### config.mk
export PLATFORM = sky130hd
export DESIGN_NAME = pseq_core
export DESIGN_NICKNAME = d
export VERILOG_FILES = /design/src/inc/pseq_pkg.sv /design/src/verilog/pseq_core.sv
export VERILOG_INCLUDE_DIRS = /design/src /design/src/inc
export SDC_FILE = /design/constraint.sdc
export NUM_CORES = 1
export LEC_CHECK = 0
export BUFFER_PORTS_ARGS = -buffer_cell sky130_fd_sc_hd__buf_2
export CAP_MARGIN = 40
export CORE_MARGIN = 10
export CORE_UTILIZATION = 30
export DETAILED_ROUTE_END_ITERATION = 8
export PLACE_DENSITY = 0.56
export SYNTH_ARGS = -nofsm -noshare
export SYNTH_HDL_FRONTEND = slang
export SYNTH_SLANG_ARGS = --single-unit
### constraint.sdc
create_clock -name pclk -period 4.8 [get_ports pclk]
set_input_delay 1.2 -clock pclk [delete_from_list [all_inputs] [get_ports pclk]]
set_output_delay 1.2 -clock pclk [all_outputs]
set_load 0.02 [all_outputs]
### src/inc/pseq_defines.svh
// Purpose: constants for the program sequencer
// Assumes: single pclk domain
// Notes:   apb word offsets are byte addresses
`ifndef PSEQ_DEFINES_SVH
`define PSEQ_DEFINES_SVH
`define PSEQ_PC_W        15
`define PSEQ_CNT_W       13
`define PSEQ_BANK_W      2
`define PSEQ_STACK_DEPTH 12
`define PSEQ_SP_W        4
`define PSEQ_SP_FULL     4'hc
`define PSEQ_PHASE_LAST  2'h3
`define PSEQ_RESET_VEC   15'h0000
`define PSEQ_A_CTRL      12'h000
`define PSEQ_A_PCL       12'h004
`define PSEQ_A_BANK      12'h008
`define PSEQ_A_TBLP      12'h00c
`define PSEQ_A_TBHP      12'h010
`define PSEQ_A_TABLE_DATA_HIGH_BYTE      12'h014
`define PSEQ_A_STATUS    12'h018
`define PSEQ_A_PC        12'h01c
`define PSEQ_A_RESULT    12'h020
`define PSEQ_A_SECTOR    12'h024
`define PSEQ_A_ALU       12'h028
`define PSEQ_BANKS_1     2'h0
`define PSEQ_BANKS_2     2'h1
`endif

### src/inc/pseq_pkg.sv
// Purpose: types for the program sequencer
// Assumes: used with pseq_defines.svh
// Notes:   commands arrive through the control register
package pseq_pkg;
    typedef enum logic [3:0] {
        PSEQ_OP_NONE, PSEQ_OP_STEP, PSEQ_OP_JUMP, PSEQ_OP_CALL,
        PSEQ_OP_RET, PSEQ_OP_INTERRUPT_EXIT_OP, PSEQ_OP_SKIP, PSEQ_OP_IRQ,
        PSEQ_OP_TABRD, PSEQ_OP_EXTENDED_TABLE_READ_OP, PSEQ_OP_ADD, PSEQ_OP_SUB
    } pseq_op_t;
    typedef enum logic [1:0] {
        PSEQ_RUN, PSEQ_DUMMY, PSEQ_TABLE
    } pseq_state_t;
endpackage : pseq_pkg

### src/verilog/pseq_core.sv
// Purpose: program counter, return stack and table read sequencer
// Assumes: apb slave; ops issued by writing the control register
// Notes:   one instruction cycle is four pclk phases
//
// Summary of operation
// [RQ1] pc advances by one per instruction
// [RQ2] address is bank bits above 13-bit counter; code drives prog_addr from the 15-bit pc_reg, bank_reg unused
// [RQ3] pc low byte readable and writable
// [RQ4] jump, call, irq, reset load pc target
// [RQ5] taken skip discards prefetch with dummy cycle
// [RQ6] pc low write jumps within page, dummy
// [RQ7] twelve level stack hidden from software
// [RQ8] call or irq acknowledge pushes pc
// [RQ9] return pops stack into pc
// [RQ10] reset leaves stack empty
// [RQ11] full stack holds irq until return
// [RQ12] call on full stack drops oldest
// [RQ13] alu ops update carry and zero
// [RQ14] execution starts at address zero
// [RQ15] memory is one, two or four banks
// [RQ16] table pointers form full table address
// [RQ17] table read low to data, high kept
// [RQ18] normal read sector 0, extended others
// [RQ19] normal read offset within pointed page
// [RQ20] table instructions take two cycles
// [RQ21] software guards shared table high byte
// [RQ22] four phases, fetch starts at first
// [RQ23] table high byte holds until changed
//
// Design decisions made here: the register addresses and register access over APB.
`timescale 1ns/10ps
`include "pseq_defines.svh"
module pseq_core #(
    parameter logic [1:0] BANK_CFG = 2'h2
) (
    input  wire logic        pclk,
    input  wire logic        presetn,
    input  wire logic        psel,
    input  wire logic        penable,
    input  wire logic        pwrite,
    input  wire logic [11:0] paddr,
    input  wire logic [31:0] pwdata,
    output logic      [31:0] prdata,
    output logic             pready,
    output logic             pslverr,
    input  wire logic        irq_request,
    input  wire logic [15:0] prog_word,
    output logic      [14:0] prog_addr,
    output logic             fetch_strobe,
    output logic      [7:0]  table_low_data,
    output logic             table_low_valid,
    output logic             irq_ack
);
    logic [`PSEQ_PC_W-1:0]   pc_reg;
    logic [`PSEQ_PC_W-1:0]   stack_reg [`PSEQ_STACK_DEPTH];
    logic [`PSEQ_SP_W-1:0]   sp_reg;
    logic [1:0]              phase_reg;
    logic [1:0]              bank_reg;
    logic [7:0]              tblp_reg;
    logic [7:0]              tbhp_reg;
    logic [7:0]              table_data_high_byte_reg;
    logic [7:0]              acc_reg;
    logic [7:0]              alu_result_reg;
    logic                    carry_reg;
    logic                    zero_reg;
    logic [1:0]              sector_reg;
    logic [`PSEQ_PC_W-1:0]   target_reg;
    pseq_pkg::pseq_op_t      op_reg;
    logic                    op_pending_reg;
    logic                    irq_pend_reg;
    logic                    pcl_wr_pending_reg;
    logic [7:0]              pcl_wdata_reg;
    logic                    sector_err_reg;
    pseq_pkg::pseq_state_t   state_reg;
    logic                    cyc_start;
    logic                    wr_en;
    logic                    rd_en;
    logic                    stack_full;
    logic                    irq_take;
    logic [`PSEQ_PC_W-1:0]   tbl_addr;
    logic [8:0]              alu_sum;

    function automatic logic [`PSEQ_PC_W-1:0] bank_mask(
        input logic [`PSEQ_PC_W-1:0] a
    );
        logic [`PSEQ_PC_W-1:0] m;
        m = a;
        if (BANK_CFG == `PSEQ_BANKS_1) begin
            m[14:13] = 2'h0;
        end else if (BANK_CFG == `PSEQ_BANKS_2) begin
            m[14] = 1'h0;
        end
        return m;
    endfunction : bank_mask

    function automatic logic hit(input logic [11:0] a);
        return psel && penable && (paddr == a);
    endfunction : hit

    assign cyc_start  = (phase_reg == `PSEQ_PHASE_LAST);
    assign wr_en      = psel && penable && pwrite;
    assign rd_en      = psel && penable && !pwrite;
    assign stack_full = (sp_reg == `PSEQ_SP_FULL);
    assign irq_take   = irq_pend_reg && !stack_full; // RQ11
    assign tbl_addr   = bank_mask({tbhp_reg[6:0], tblp_reg}); // RQ16 RQ19
    assign alu_sum    = (op_reg == pseq_pkg::PSEQ_OP_SUB)
                        ? {1'h0, acc_reg} - {1'h0, pwdata[7:0]}
                        : {1'h0, acc_reg} + {1'h0, pwdata[7:0]};

    // instruction cycle phases
    always_ff @(posedge pclk or negedge presetn) begin
        if (!presetn) begin
            phase_reg <= 2'h0;
        end else begin
            phase_reg <= phase_reg + 2'h1; // RQ22
        end
    end

    // command latch from control register
    always_ff @(posedge pclk or negedge presetn) begin
        if (!presetn) begin
            op_reg         <= pseq_pkg::PSEQ_OP_NONE;
            op_pending_reg <= 1'h0;
            target_reg     <= `PSEQ_RESET_VEC;
        end else if (wr_en && hit(`PSEQ_A_CTRL)) begin
            op_reg         <= pseq_pkg::pseq_op_t'(pwdata[3:0]);
            op_pending_reg <= 1'h1;
            target_reg     <= pwdata[30:16];
        end else if (cyc_start && state_reg == pseq_pkg::PSEQ_RUN) begin
            op_pending_reg <= 1'h0;
        end
    end

    // pc low byte write request
    always_ff @(posedge pclk or negedge presetn) begin
        if (!presetn) begin
            pcl_wr_pending_reg <= 1'h0;
            pcl_wdata_reg      <= 8'h00;
        end else if (wr_en && hit(`PSEQ_A_PCL)) begin
            pcl_wr_pending_reg <= 1'h1; // RQ3
            pcl_wdata_reg      <= pwdata[7:0];
        end else if (cyc_start && state_reg == pseq_pkg::PSEQ_RUN) begin
            pcl_wr_pending_reg <= 1'h0;
        end
    end

    // interrupt request flag, set wins over acknowledge
    always_ff @(posedge pclk or negedge presetn) begin
        if (!presetn) begin
            irq_pend_reg <= 1'h0;
        end else if (irq_request) begin
            irq_pend_reg <= 1'h1; // RQ11
        end else if (cyc_start && state_reg == pseq_pkg::PSEQ_RUN
                     && irq_take) begin
            irq_pend_reg <= 1'h0;
        end
    end

    // sequencer: pc, stack, dummy and table cycles
    always_ff @(posedge pclk or negedge presetn) begin
        if (!presetn) begin
            pc_reg          <= `PSEQ_RESET_VEC; // RQ4 RQ14
            sp_reg          <= '0; // RQ10
            state_reg       <= pseq_pkg::PSEQ_RUN;
            irq_ack         <= 1'h0;
            table_low_valid <= 1'h0;
            table_low_data  <= 8'h00;
            sector_err_reg  <= 1'h0;
            for (int i = 0; i < `PSEQ_STACK_DEPTH; i++) begin
                stack_reg[i] <= '0;
            end
        end else begin
            irq_ack         <= 1'h0;
            table_low_valid <= 1'h0;
            if (cyc_start) begin
                case (state_reg)
                pseq_pkg::PSEQ_DUMMY: begin
                    state_reg <= pseq_pkg::PSEQ_RUN; // RQ5 RQ6
                end
                pseq_pkg::PSEQ_TABLE: begin
                    // capture only once prog_addr has held the table address
                    table_low_data  <= prog_word[7:0]; // RQ17
                    table_low_valid <= 1'h1;
                    sector_err_reg  <=
                        (op_reg == pseq_pkg::PSEQ_OP_TABRD)
                        ? (sector_reg != 2'h0)
                        : (sector_reg == 2'h0); // RQ18
                    pc_reg    <= bank_mask(pc_reg + 15'h1); // RQ20
                    state_reg <= pseq_pkg::PSEQ_RUN;
                end
                pseq_pkg::PSEQ_RUN: begin
                    if (irq_take) begin
                        for (int i = `PSEQ_STACK_DEPTH - 1; i > 0; i--) begin
                            stack_reg[i] <= stack_reg[i-1];
                        end
                        stack_reg[0] <= pc_reg; // RQ8
                        sp_reg    <= sp_reg + 4'h1;
                        pc_reg    <= bank_mask(target_reg); // RQ4
                        irq_ack   <= 1'h1;
                        state_reg <= pseq_pkg::PSEQ_DUMMY;
                    end else if (pcl_wr_pending_reg) begin
                        pc_reg    <= {pc_reg[14:8], pcl_wdata_reg}; // RQ6
                        state_reg <= pseq_pkg::PSEQ_DUMMY;
                    end else if (op_pending_reg) begin
                        case (op_reg)
                        pseq_pkg::PSEQ_OP_JUMP: begin
                            pc_reg    <= bank_mask(target_reg); // RQ4
                            state_reg <= pseq_pkg::PSEQ_DUMMY;
                        end
                        pseq_pkg::PSEQ_OP_CALL: begin
                            for (int i = `PSEQ_STACK_DEPTH - 1; i > 0;
                                 i--) begin
                                stack_reg[i] <= stack_reg[i-1]; // RQ12
                            end
                            stack_reg[0] <= bank_mask(pc_reg + 15'h1); // RQ8
                            if (!stack_full) begin
                                sp_reg <= sp_reg + 4'h1;
                            end
                            pc_reg    <= bank_mask(target_reg);
                            state_reg <= pseq_pkg::PSEQ_DUMMY;
                        end
                        pseq_pkg::PSEQ_OP_RET,
                        pseq_pkg::PSEQ_OP_INTERRUPT_EXIT_OP: begin
                            pc_reg <= stack_reg[0]; // RQ9
                            for (int i = 0; i < `PSEQ_STACK_DEPTH - 1;
                                 i++) begin
                                stack_reg[i] <= stack_reg[i+1];
                            end
                            if (sp_reg != '0) begin
                                sp_reg <= sp_reg - 4'h1;
                            end
                            state_reg <= pseq_pkg::PSEQ_DUMMY;
                        end
                        pseq_pkg::PSEQ_OP_SKIP: begin
                            pc_reg    <= bank_mask(pc_reg + 15'h2); // RQ5
                            state_reg <= pseq_pkg::PSEQ_DUMMY;
                        end
                        pseq_pkg::PSEQ_OP_TABRD,
                        pseq_pkg::PSEQ_OP_EXTENDED_TABLE_READ_OP: begin
                            state_reg <= pseq_pkg::PSEQ_TABLE; // RQ20
                        end
                        default: begin
                            pc_reg <= bank_mask(pc_reg + 15'h1); // RQ1
                        end
                        endcase
                    end else begin
                        pc_reg <= bank_mask(pc_reg + 15'h1); // RQ1
                    end
                end
                default: begin
                    state_reg <= pseq_pkg::PSEQ_RUN;
                end
                endcase
            end
        end
    end

    // table data high byte: table read or software write
    always_ff @(posedge pclk or negedge presetn) begin
        if (!presetn) begin
            table_data_high_byte_reg <= 8'h00;
        end else if (cyc_start && state_reg == pseq_pkg::PSEQ_TABLE) begin
            table_data_high_byte_reg <= prog_word[15:8]; // RQ17
        end else if (wr_en && hit(`PSEQ_A_TABLE_DATA_HIGH_BYTE)) begin
            table_data_high_byte_reg <= pwdata[7:0]; // RQ23
        end
    end

    // software registers
    always_ff @(posedge pclk or negedge presetn) begin
        if (!presetn) begin
            bank_reg   <= 2'h0;
            tblp_reg   <= 8'h00;
            tbhp_reg   <= 8'h00;
            sector_reg <= 2'h0;
        end else if (wr_en) begin
            if (hit(`PSEQ_A_BANK)) begin
                bank_reg <= pwdata[1:0] & BANK_CFG; // RQ15
            end
            if (hit(`PSEQ_A_TBLP)) begin
                tblp_reg <= pwdata[7:0];
            end
            if (hit(`PSEQ_A_TBHP)) begin
                tbhp_reg <= pwdata[7:0];
            end
            if (hit(`PSEQ_A_SECTOR)) begin
                sector_reg <= pwdata[1:0];
            end
        end
    end

    // alu flags
    always_ff @(posedge pclk or negedge presetn) begin
        if (!presetn) begin
            acc_reg        <= 8'h00;
            alu_result_reg <= 8'h00;
            carry_reg      <= 1'h0;
            zero_reg       <= 1'h0;
        end else if (wr_en && hit(`PSEQ_A_ALU)) begin
            acc_reg <= pwdata[7:0];
        end else if (wr_en && hit(`PSEQ_A_RESULT)
                     && (op_reg == pseq_pkg::PSEQ_OP_ADD
                         || op_reg == pseq_pkg::PSEQ_OP_SUB)) begin
            alu_result_reg <= alu_sum[7:0];
            acc_reg        <= alu_sum[7:0];
            carry_reg      <= (op_reg == pseq_pkg::PSEQ_OP_SUB)
                              ? !alu_sum[8] : alu_sum[8]; // RQ13
            zero_reg       <= (alu_sum[7:0] == 8'h00); // RQ13
        end
    end

    // fetch address and strobe
    always_ff @(posedge pclk or negedge presetn) begin
        if (!presetn) begin
            prog_addr    <= `PSEQ_RESET_VEC;
            fetch_strobe <= 1'h0;
        end else begin
            fetch_strobe <= cyc_start && state_reg != pseq_pkg::PSEQ_TABLE;
            prog_addr    <= (state_reg == pseq_pkg::PSEQ_TABLE
                             || (op_pending_reg
                                 && (op_reg == pseq_pkg::PSEQ_OP_TABRD
                                  || op_reg == pseq_pkg::PSEQ_OP_EXTENDED_TABLE_READ_OP)))
                            ? tbl_addr : bank_mask(pc_reg); // RQ2
        end
    end

    // apb read path; stack and pointer not mapped
    always_ff @(posedge pclk or negedge presetn) begin
        if (!presetn) begin
            prdata  <= 32'h0000_0000;
            pready  <= 1'h0;
            pslverr <= 1'h0;
        end else begin
            pready  <= psel && !penable;
            pslverr <= 1'h0;
            if (psel && !penable && !pwrite) begin
                case (paddr)
                `PSEQ_A_PCL:    prdata <= {24'h0, pc_reg[7:0]}; // RQ3
                `PSEQ_A_BANK:   prdata <= {30'h0, bank_reg};
                `PSEQ_A_TBLP:   prdata <= {24'h0, tblp_reg};
                `PSEQ_A_TBHP:   prdata <= {24'h0, tbhp_reg};
                `PSEQ_A_TABLE_DATA_HIGH_BYTE:   prdata <= {24'h0, table_data_high_byte_reg};
                `PSEQ_A_STATUS: prdata <= {24'h0, sector_err_reg, irq_pend_reg,
                                           stack_full, state_reg, zero_reg,
                                           carry_reg, op_pending_reg};
                `PSEQ_A_PC:     prdata <= {17'h0, pc_reg};
                `PSEQ_A_RESULT: prdata <= {24'h0, alu_result_reg};
                `PSEQ_A_SECTOR: prdata <= {30'h0, sector_reg};
                `PSEQ_A_ALU:    prdata <= {24'h0, acc_reg};
                `PSEQ_A_CTRL:   prdata <= {1'h0, target_reg, 12'h0, op_reg};
                default:        prdata <= 32'h0000_0000;
                endcase
            end
            if (psel && !penable) begin
                pslverr <= (paddr > `PSEQ_A_ALU) || (paddr[1:0] != 2'h0);
            end
        end
    end
    // RQ7: stack contents and sp have no bus path
    // RQ21: software disables interrupts around main table reads
endmodule : pseq_core

Word-level counts from Yosys, hierarchy flattened
Cells that the tools add are included.
- bits of input ports: 66
- output and inout bits: 60
- flip-flop bits (word level): 339
- order comparisons: 1
- bitwise logic cells: 1
- $add $sub $neg: 7
- muxes and demuxes: 41
- equal/unequal tests: 31
- reduce and logical (&&, ||, !) cells: 65
- operator list (kind ; number):
    2-to-1 mux 180 bit ; 3
    case mux 31 bit (11 select lines) ; 1
    case mux 165 bit (2 select lines) ; 1
    2-to-1 mux 15 bit ; 5
    case mux 15 bit (4 select lines) ; 1
    == test 12 x 5 -> 1 bit (second input constant) ; 4
    == test 12 x 6 -> 1 bit (second input constant) ; 3
    2-to-1 mux 8 bit ; 4
    case mux 15 bit (2 select lines) ; 1
    logical AND 1 bit ; 25
    == test 12 x 4 -> 1 bit (second input constant) ; 2
    == test 4 bit (second input constant) ; 5
    2-to-1 mux 4 bit ; 5
    nonzero test 2 bit ; 10
    adder 15 x 1 -> 15 bit (second input constant) ; 1
    adder 15 x 2 -> 15 bit (second input constant) ; 1
    2-to-1 mux 1 bit ; 13
    == test 12 x 3 -> 1 bit (second input constant) ; 1
    == test 4 x 3 -> 1 bit (second input constant) ; 3
    > comparator 12 x 6 -> 1 bit (second input constant) ; 1
    logical NOT 12 bit ; 1
    AND reduction 2 bit ; 6
    AND reduction 5 bit ; 2
    adder 8 x 8 -> 9 bit ; 1
    other kinds (28) ; 46

Logic depth before layout (Yosys ltp)
Gate-level depths: netlist of the first run.
- depth after elaboration: 7
- gate-level depth with buffers: 14
- depth with buffers taken out: 13

Least setup slack after synthesis of the first run
OpenSTA, ideal clock, no wires.
- path type: in2reg
- start point: input pwdata[1]
- end point: register carry_reg
- buffers on the path: 1
- cell stages on the path: 11
- setup time: 121 ps
- path slack: 1283 ps
- arrival: 3396 ps
- path through: clkbuf_1 inv_1 ha_1 a21oi_1 fa_1 a211oi_1 o21bai_1 a2111oi_0 nor3_1 xnor2_1 o21ai_1
- word-level cells in the longest chain between the ends: 4
- elaborated cells between the ends (all ways): 5
- ends and longest elaborated chain (what ; RTL line ; text):
    start: declaration ; pseq_core.sv:42 ; input wire logic [31:0] pwdata,
    adder 8 x 8 -> 9 bit or subtractor 8 x 8 -> 9 bit (tied branches) ; pseq_core.sv:108, pseq_core.sv:107 ;
    2-to-1 mux 9 bit * ; pseq_core.sv:107 ; ? {1'h0, acc_reg} - {1'h0, pwdata[7:0]}
    logical NOT 1 bit ; pseq_core.sv:307 ; ? !alu_sum[8] : alu_sum[8];
    2-to-1 mux 1 bit * ; pseq_core.sv:307 ;
    end signal: assignment ; pseq_core.sv:306 ; carry_reg <= (op_reg == pseq_pkg::PSEQ_OP_SUB)
    end: declaration ; pseq_core.sv:64 ; logic carry_reg;
Every way passes the cells marked *; elsewhere a longest branch is shown, timed or not.
A chain may end at the register's enable or synchronous reset.

Final worst setup path of the first run
- start point: register op_reg[3]
- end point: register carry_reg
- word-level cells in the longest chain between the ends: 4
- elaborated cells between the ends (all ways): 8
- ends and longest elaborated chain (what ; RTL line ; text):
    start: declaration ; pseq_core.sv:68 ; pseq_pkg::pseq_op_t op_reg;
    start signal: assignment ; pseq_core.sv:122 ; op_reg <= pseq_pkg::PSEQ_OP_NONE;
    start signal: assignment ; pseq_core.sv:126 ; op_reg <= pseq_pkg::pseq_op_t'(pwdata[3:0]);
    == test 4 bit, on equally long branches ; -- ;
    2-to-1 mux 9 bit or logical OR 1 bit (tied branches) ; pseq_core.sv:107, pseq_core.sv:303 ;
    logical NOT 1 bit or logical AND 1 bit (tied branches) ; pseq_core.sv:307, pseq_core.sv:301 ;
    2-to-1 mux 1 bit or AND reduction 2 bit (tied branches) ; -- ;
Parallel ways exist; a longest one is shown, timed or not.

==> results.txt, run 1 <==
r2r worst-path depth = 12
I/O pins = 126
dpl hpwl = 31200 um
R2R Path Start = op_reg[3]$_DFFE_PN0P_
Sw Share = 23.3%
hold path depth = 1
Finish-stage setup viols = 0
antenna cell count = 0
I/O Buffers = 114
vias in the first global route = 12.7k
Synth top cells by count = 337 x dfrtp_1, 232 x nand2_1, 210 x o21ai_0
Synth async-reset ratio = 100%
Yosys warning total = 0
Vias = 12.8k
CP top delay family = compound AO/OA/AOI/OAI gates
worst-margin pin slew = 0.987 ns
Hold Path Class = register to register
clock skew = 0.0194 ns
post-cts repair resize count = 0
Critical Path AT = 4.01 ns
status = completed
top_reg_cell synth = dfrtp_1
num rows = 86
root buf cell = clkbuf_16
RSZ-0062 raised after global routing = no
die width = 257 um
drt wl/cell = 18.3 um
# hold bufs at CTS = 0
drt pass-1 iters = 5
max-slew violations = 0
peak supply drop = 0.226 mV
Die ar. = 66100 sq um
Initial Utilization = 30.4%
drt first-iter violations = 977
NumNets Final = 1799
setup ws final = 1.19 ns
Non-Filler Instances = 2488
Final Hold Viols = 0
Comb pwr share = 5.1%
setup TNS = 0 ns
endpoint type of the worst setup path = register
R2R Setup Slk = 1.19 ns
slowest CP cell = dfrtp_1
most frequent CP cell = nor2_1
clk sink count = 337
CP max FO = 12
Hold EP = phase_reg[0]$_DFF_PN0_
gr usage total = 13.5%
crit path time final = 3.61 ns
sequential share of the synthesized area = 50.0%
antenna violations before repair = 1
area leader, netlist = dfrtp_1
Max Cap Viol = 0
setup bufs post-CTS = 0
P_sw = 1.38 mW
max FFs per register = 180
Lkg Pwr = 8.24 nW
number of synthesized flops with an enable pin = 0
total wire length = 45500 um
DRC = 0
Inst Count DP = 2426
Synth Instances = 1649
Cell variety after synth = 73
internal power = 4.56 mW
Cell Pwr Density = 307 nW/um^2
area grow syn2layout = 14.9%
clock share of power = 45.8%
total CTS buffers = 37
Largest stage delay, worst path = 0.63 ns
area share of the largest cell type after synthesis = 50.0%
CTS clk-pin slew, worst paths = 0.06 ns
global-route wire length before repair = 73500 um
sequential power share = 49.1%
CP startpoint kind = register
reg2reg end = carry_reg$_DFFE_PN0P_
most common cell in the synthesized netlist = dfrtp_1
Die Span Y = 257 um
Placer Congestion = 0.897
Post-Syn Area per Cell = 10.2 sq um
GRT overflow = 0
htree depth = 2
hold wc startpoint = phase_reg[0]$_DFF_PN0_
crit-path cells = inv_1 > nor2_1 > nand3_1 > nor2_1 > a21oi_1 > fa_1 > a211oi_1 > o21bai_1 > a2111oi_0 > nor3_1 > xnor2_1 > o21ai_1
post-layout power = 5.94 mW
FF+latch count, synth = 337
fmax = 277 MHz
largest net degree at the start of global routing = 287
post-route cell area = 19400 sq um
dpl ws = 0.915 ns
Core ar. = 55400 sq um
WP buf/inv = 1
placed inst area = 18200 sq um
Synth area leaders = dfrtp_1 50%, mux2i_1 9.9%, o21ai_0 6.2%
final worst path period share = 75.2%
fillers = 5576
Max Buffers Root-to-Sink = 3
required time of the critical path = 5.20 ns
fin util = 35.0%
WS Path Type = register to register
Seq. cell area = 8430 sq um
Post-Syn Area = 16900 sq um
vias per cell = 5.13
relative slew slack = 34.2%
hold slack = 0.428 ns
Post-DRT Antenna Nets = 0
CTS tree = done
multi-input logic area = 7830 sq um
share of layout cells above drive strength 1 = 17.7%
Worst-Skew Late Latency = 0.53 ns
metal layers:
metal	GRT usage [%]	routed length [um]
met2	21.7	20900
met4	4.42	1290
met3	2.40	2450
met5	0	8
met1	18.1	20800
worst register-to-register path: stages (launching register included):
cell and delay [ns]:
dfrtp_1 0.63, inv_1 0.25, nor2_1 0.32, nand3_1 0.30
nor2_1 0.18, a21oi_1 0.09, fa_1 0.45, a211oi_1 0.29
o21bai_1 0.15, a2111oi_0 0.45, nor3_1 0.14, xnor2_1 0.18
o21ai_1 0.07
how the worst max path moves through the flow:
stage,startpoint,endpoint,slack [ns],cells past startpoint
after detailed placement,pwdata[1],carry_reg$_DFFE_PN0P_,0.92,11
after global routing,op_reg[3]$_DFFE_PN0P_,carry_reg$_DFFE_PN0P_,0.73,12
final,op_reg[3]$_DFFE_PN0P_,carry_reg$_DFFE_PN0P_,1.19,12
after CTS,op_reg[3]$_DFFE_PN0P_,carry_reg$_DFFE_PN0P_,1.26,12
after floorplan,pwdata[1],carry_reg$_DFFE_PN0P_,1.28,11
after global placement,pwdata[1],carry_reg$_DFFE_PN0P_,0.96,11
final cells by class:
cell class | instances | share of cell area, %
Sequential cell | 337 | 43.5
Multi-Input combinational cell | 1168 | 40.4
Clock buffer | 50 | 5.24
Timing Repair Buffer | 151 | 4.97
Tap cell | 748 | 4.83
Clock inverter | 12 | 0.613
Inverter | 22 | 0.426
placed cells by master (no fill, tap or decap), types with 22 or more instances in the layout:
cell type  synthesis  routed
dfrtp_1          337     337
nand2_1          232     232
o21ai_0          210     210
mux2i_1          166     166
buf_2             36     114
mux2_2            84      84
nor2_1            76      75
a21oi_1           48      47
clkbuf_16          0      37
a22o_1            28      28
buf_4              4      26
nor3_1            23      23
inv_1             22      22
nand3_1           22      22
power groups by stage:
stage	clock [mW]	sequential, mW	combinational, mW
detailed placement	0	2.97	0.305
floorplan	0	2.95	0.153
global placement	0	2.97	0.297
finish	2.72	2.92	0.303
CTS	2.81	2.91	0.308
global route	2.92	2.92	0.338
cell families after synthesis:
family / share of synthesized area (%)
compound gates: 15.7
xor+xnor: 1.71
fa+ha+maj: 1.23
buf+inv: 3.72
flops: 50.0
mux: 15.5
other cells: 0.0222
simple gates: 12.2
No activity file was read; power rests on OpenSTA's default activity.
==> run 2: changes to the inputs <==
--- a/config.mk
+++ b/config.mk
@@ -6,12 +6,13 @@
 export SDC_FILE = /design/constraint.sdc
 export NUM_CORES = 1
 export LEC_CHECK = 0
+export ABC_AREA = 1
 export BUFFER_PORTS_ARGS = -buffer_cell sky130_fd_sc_hd__buf_2
 export CAP_MARGIN = 40
 export CORE_MARGIN = 10
 export CORE_UTILIZATION = 30
 export DETAILED_ROUTE_END_ITERATION = 8
-export PLACE_DENSITY = 0.56
+export PLACE_DENSITY = 0.57
 export SYNTH_ARGS = -nofsm -noshare
 export SYNTH_HDL_FRONTEND = slang
 export SYNTH_SLANG_ARGS = --single-unit
==> constraint.sdc (replaced) <==
create_clock -name pclk -period 3.05 [get_ports pclk]
set_input_delay 0.7625 -clock pclk [delete_from_list [all_inputs] [get_ports pclk]]
set_output_delay 0.7625 -clock pclk [all_outputs]
set_load 0.02 [all_outputs]
==> results.txt, run 2 <==
Seq. cell area = 8430 sq um
top_reg_cell synth = dfrtp_1
max-slew violations = 0
Synth top cells by count = 639 x nand2_1, 337 x dfrtp_1, 223 x inv_1
Max Cap Viol = 0
total wire length = 51200 um
fillers = 6187
Post-Syn Area per Cell = 8.09 sq um
clock skew = 0.0355 ns
fmax = 365 MHz
clk sink count = 337
DRC = 0
Largest stage delay, worst path = 0.41 ns
setup ws final = 0.307 ns
area leader, netlist = dfrtp_1
Sw Share = 26.5%
sequential share of the synthesized area = 47.3%
endpoint type of the worst setup path = register
Die ar. = 69600 sq um
share of layout cells above drive strength 1 = 15.4%
CP max FO = 6
Critical Path AT = 3.25 ns
Final Hold Viols = 0
largest net degree at the start of global routing = 132
final worst path period share = 89.9%
Comb pwr share = 9.6%
required time of the critical path = 3.55 ns
antenna violations before repair = 0
Post-DRT Antenna Nets = 0
most common cell in the synthesized netlist = nand2_1
WS Path Type = register to register
number of synthesized flops with an enable pin = 0
top sig layer = met4
clock share of power = 43.2%
dpl hpwl = 36800 um
status = completed
crit path time final = 2.74 ns
Cell variety after synth = 48
# hold bufs at CTS = 0
gr usage total = 14.3%
internal power = 7.73 mW
max FFs per register = 180
sequential power share = 47.2%
met3 wire len = 2890 um
area grow syn2layout = 15.4%
setup TNS = 0 ns
P_sw = 2.79 mW
CTS tree = done
Yosys warning total = 0
FF+latch count, synth = 337
Die Span Y = 264 um
Synth async-reset ratio = 100%
post-layout power = 10.5 mW
Inst Count DP = 3042
drt pass-1 iters = 6
Synth area leaders = dfrtp_1 47%, nand2_1 13%, o211ai_2 5.7%
post-route cell area = 20600 sq um
placed inst area = 19400 sq um
Synth Instances = 2207
global-route wire length before repair = 82100 um
CTS clk-pin slew, worst paths = 0.06 ns
RSZ-0062 raised after global routing = no
post-cts repair resize count = 0
Cell Pwr Density = 511 nW/um^2
Hold Path Class = input port to async pin
met2 wire len = 23700 um
vias in the first global route = 14.5k
wl on met1 = 23000 um
multi-input logic area = 7890 sq um
I/O Buffers = 114
htree depth = 2
CP startpoint kind = register
root buf cell = clkbuf_16
Worst-Skew Late Latency = 0.58 ns
vias per cell = 4.92
crit-path cells = nand2_1 > inv_1 > nand2_1 > inv_1 > nor2_1 > xor2_1 > ha_1 > a21oi_1 > nor2_1 > nor2_1 > o21ai_0 > xnor2_1 > nand3_1 > nand2_1
r2r worst-path depth = 14
Placer Congestion = 0.921
Finish-stage setup viols = 0
GRT overflow = 0
slowest CP cell = dfrtp_1
die width = 264 um
num rows = 89
I/O pins = 126
relative slew slack = 42.7%
NumNets Final = 2392
commonest cells after routing, fill and taps aside = 638 x nand2_1, 337 x dfrtp_1, 223 x inv_1
area share of the largest cell type after synthesis = 47.3%
Non-Filler Instances = 3105
commonest non-fill, non-tap cell in the layout = nand2_1
drt wl/cell = 16.5 um
worst-margin pin slew = 0.860 ns
antenna cell count = 0
Post-Syn Area = 17800 sq um
drt first-iter violations = 1394
dpl ws = 0.124 ns
Lkg Pwr = 9.45 nW
setup bufs post-CTS = 0
total CTS buffers = 39
Vias = 15.3k
peak supply drop = 0.350 mV
Max Buffers Root-to-Sink = 3
Initial Utilization = 30.3%
Core ar. = 58900 sq um
run 2: changes by cell type after synthesis, sizes merged, moves of 58 or more:
cell,delta
mux2,-75
nand3,+104
nand2,+411
nor2,+104
inv,+207
o211ai,+102
mux2i,-165
a31oi,+58
run 2: final timing paths:
| kind | startpoint | slack [ns] | endpoint |
|---|---|---|---|
| min | presetn | 0.18 | stack_reg[26]$_DFFE_PN0P_ |
| min reg2reg | phase_reg[0]$_DFF_PN0_ | 0.43 | phase_reg[0]$_DFF_PN0_ |
| max in group asynchronous | presetn | 1.97 | stack_reg[95]$_DFFE_PN0P_ |
| max reg2reg | op_reg[0]$_DFFE_PN0P_ | 0.31 | zero_reg$_DFFE_PN0P_ |
| max | op_reg[0]$_DFFE_PN0P_ | 0.31 | zero_reg$_DFFE_PN0P_ |
| min in group pclk | penable | 0.38 | pready$_DFF_PN0_ |
run 2: logic make-up (layout without fill, tap and decap cells):
family          after synthesis  count (layout)  synth area share, %
compound gates              479             479                 18.7
xor+xnor                     22              22                 1.08
fa+ha+maj                    16              16                 1.16
buf+inv                     353             477                 8.59
flops                       337             337                 47.3
mux                          10              10                0.624
other cells                   1               2               0.0210
simple gates                989             989                 22.6
run 2: power groups by stage:
stage / Combinational [mW] / Sequential, mW / Clock [mW]
after floorplan: 0.628 / 4.99 / 0
after global placement: 0.989 / 5.03 / 0
after detailed placement: 1.02 / 5.04 / 0
after CTS: 1.02 / 4.96 / 4.70
after global routing: 1.16 / 5.00 / 4.87
final: 1.01 / 4.97 / 4.55
run 2: final cells by class:
type,count,share of cell area [%]
clock buffers,54,5.26
multi-input cells,1518,38.3
clock inverters,9,0.571
flip-flops and latches,337,41.0
well taps,773,4.70
inverters,233,4.25
repair buffers,181,5.93
run 2: routing by layer:
layer / vias up / global-route usage, %
li1: 7471 / -
met1: 7289 / 19.1
met2: 435 / 22.9
met3: 86 / 2.58
met4: 0 / 5.10
met5: - / 0
run 2: worst max-delay path: cells and delay by family (launching register included):
kind,cells,cell delay [ns]
AOI/OAI and AO/OA,2,0.33
DFF,1,0.41
xor gates and xnor gates,2,0.50
adders and majority gates,1,0.33
buffers and inverters,2,0.23
and+or+nand+nor,7,0.90
run 2: metrics by stage:
stage	utilization (%)	hold WS [ns]
6_report	34.9	0.183
5_1_grt	34.9	0.219
4_1_cts	34.9	0.197
3_5_place_dp	32.9	0.425
3_3_place_gp	32.9	0.414
2_1_floorplan	-	0.401
==> run 3: changes to the inputs <==
--- a/config.mk
+++ b/config.mk
@@ -11,8 +11,9 @@
 export CAP_MARGIN = 40
 export CORE_MARGIN = 10
 export CORE_UTILIZATION = 30
+export CTS_CLUSTER_DIAMETER = 80
 export DETAILED_ROUTE_END_ITERATION = 8
-export PLACE_DENSITY = 0.57
+export PLACE_DENSITY = 0.55
 export SYNTH_ARGS = -nofsm -noshare
 export SYNTH_HDL_FRONTEND = slang
 export SYNTH_SLANG_ARGS = --single-unit
==> constraint.sdc (replaced) <==
create_clock -name pclk -period 3.3 [get_ports pclk]
set_input_delay 0.825 -clock pclk [delete_from_list [all_inputs] [get_ports pclk]]
set_output_delay 0.825 -clock pclk [all_outputs]
set_load 0.02 [all_outputs]
==> results.txt, run 3 (synthesis results as in run 2) <==
antenna violations before repair = 1
commonest cells after routing, fill and taps aside = 638 x nand2_1, 337 x dfrtp_1, 223 x inv_1
num rows = 89
global-route wire length before repair = 84700 um
Post-DRT Antenna Nets = 0
CTS tree = done
Lkg Pwr = 9.49 nW
Die ar. = 69600 sq um
CP Launch Point = op_reg[1]$_DFFE_PN0P_
htree depth = 2
fillers = 6126
Critical Path AT = 3.39 ns
share of layout cells above drive strength 1 = 15.5%
final worst path period share = 87.3%
# hold bufs at CTS = 0
met2 wire len = 24400 um
area grow syn2layout = 16.1%
Die Span Y = 264 um
wl on met1 = 24500 um
relative slew slack = 49.7%
max-slew violations = 0
Hold Path Class = input port to async pin
placed inst area = 19400 sq um
post-cts repair resize count = 0
total CTS buffers = 40
status = completed
crit path time final = 2.88 ns
Worst-Skew Late Latency = 0.58 ns
antenna cell count = 0
CP max FO = 7
Placer Congestion = 0.909
top sig layer = met5
Vias = 15.2k
WS Path Type = register to register
post-route cell area = 20700 sq um
fmax = 347 MHz
drt wl/cell = 16.9 um
Core ar. = 58900 sq um
I/O Buffers = 114
peak supply drop = 0.329 mV
drt pass-1 iters = 5
root buf cell = clkbuf_16
GRT overflow = 0
Cell Pwr Density = 485 nW/um^2
Max Buffers Root-to-Sink = 3
commonest non-fill, non-tap cell in the layout = nand2_1
Max Cap Viol = 0
NumNets Final = 2385
worst-margin pin slew = 0.752 ns
gr usage total = 14.8%
Final Hold Viols = 0
required time of the critical path = 3.81 ns
CP startpoint kind = register
R2R Path Start = op_reg[1]$_DFFE_PN0P_
largest net degree at the start of global routing = 109
dpl hpwl = 37300 um
vias in the first global route = 14.8k
CTS clk-pin slew, worst paths = 0.06 ns
setup TNS = 0 ns
total wire length = 52500 um
Initial Utilization = 30.3%
Finish-stage setup viols = 0
met3 wire len = 2390 um
clk sink count = 337
max FFs per register = 180
endpoint type of the worst setup path = register
setup bufs post-CTS = 0
drt first-iter violations = 1337
clock skew = 0.0458 ns
die width = 264 um
I/O pins = 126
vias per cell = 4.88
RSZ-0062 raised after global routing = no
DRC = 0
hold slack = 0.236 ns
[run 3: path summary, 6_finish.rpt]
check / slack (ns) / cells after the start / end
min: 0.24 / 1 / stack_reg[58]$_DFFE_PN0P_
min reg2reg: 0.43 / 1 / phase_reg[0]$_DFF_PN0_
max reg2reg: 0.42 / 15 / zero_reg$_DFFE_PN0P_
max: 0.42 / 15 / zero_reg$_DFFE_PN0P_
min in group pclk: 0.43 / 1 / phase_reg[0]$_DFF_PN0_
max in group asynchronous: 2.26 / 2 / irq_ack$_DFF_PN0_
[run 3: area by class of cell]
type	count	area (sq um)	share of cell area, %
flip-flops and latches	337	8430	40.7
multi-input cells	1518	7890	38.1
repair buffers	173	1200	5.79
clock buffers	61	1190	5.74
well taps	773	967	4.67
inverters	233	875	4.22
clock inverters	11	161	0.779
[run 3: report_power, final]
part	switching, mW	total (mW)	internal, mW
Sequential	0.213	4.59	4.38
Clock	1.85	4.51	2.66
Combinational	0.624	0.949	0.326
Total	2.68	10.0	7.37
[run 3: worst max-delay path, stage by stage (launching register included)]
cell     delay (ns)
dfrtp_1        0.51
nand2_1        0.17
inv_1          0.11
nand2_1        0.21
inv_1          0.21
nor2_1         0.07
xor2_1         0.15
ha_1           0.35
a21oi_1        0.23
nand2_1        0.12
xor2_1         0.18
nor2_1         0.15
nand2_1        0.12
nor2_1         0.10
nand3_1        0.07
nand2_1        0.07
[run 3: stage by stage]
step / cells / setup slack [ns] / power [mW] / util [%]
5_1_grt: 3106 / 0.121 / 10.5 / 35.2
2_1_floorplan: 2208 / 0.694 / 5.19 / -
6_report: 3106 / 0.419 / 10.0 / 35.2
3_3_place_gp: 3033 / 0.226 / 5.57 / 32.8
4_1_cts: 3106 / 0.438 / 10.2 / 35.2
3_5_place_dp: 3034 / 0.202 / 5.61 / 32.9
[run 3: metal layers]
| metal | up-vias | track usage, % |
|---|---|---|
| met5 | - | 0 |
| met4 | 2 | 3.74 |
| met1 | 7317 | 20.2 |
| met2 | 325 | 23.9 |
| met3 | 75 | 2.54 |
| li1 | 7449 | - |
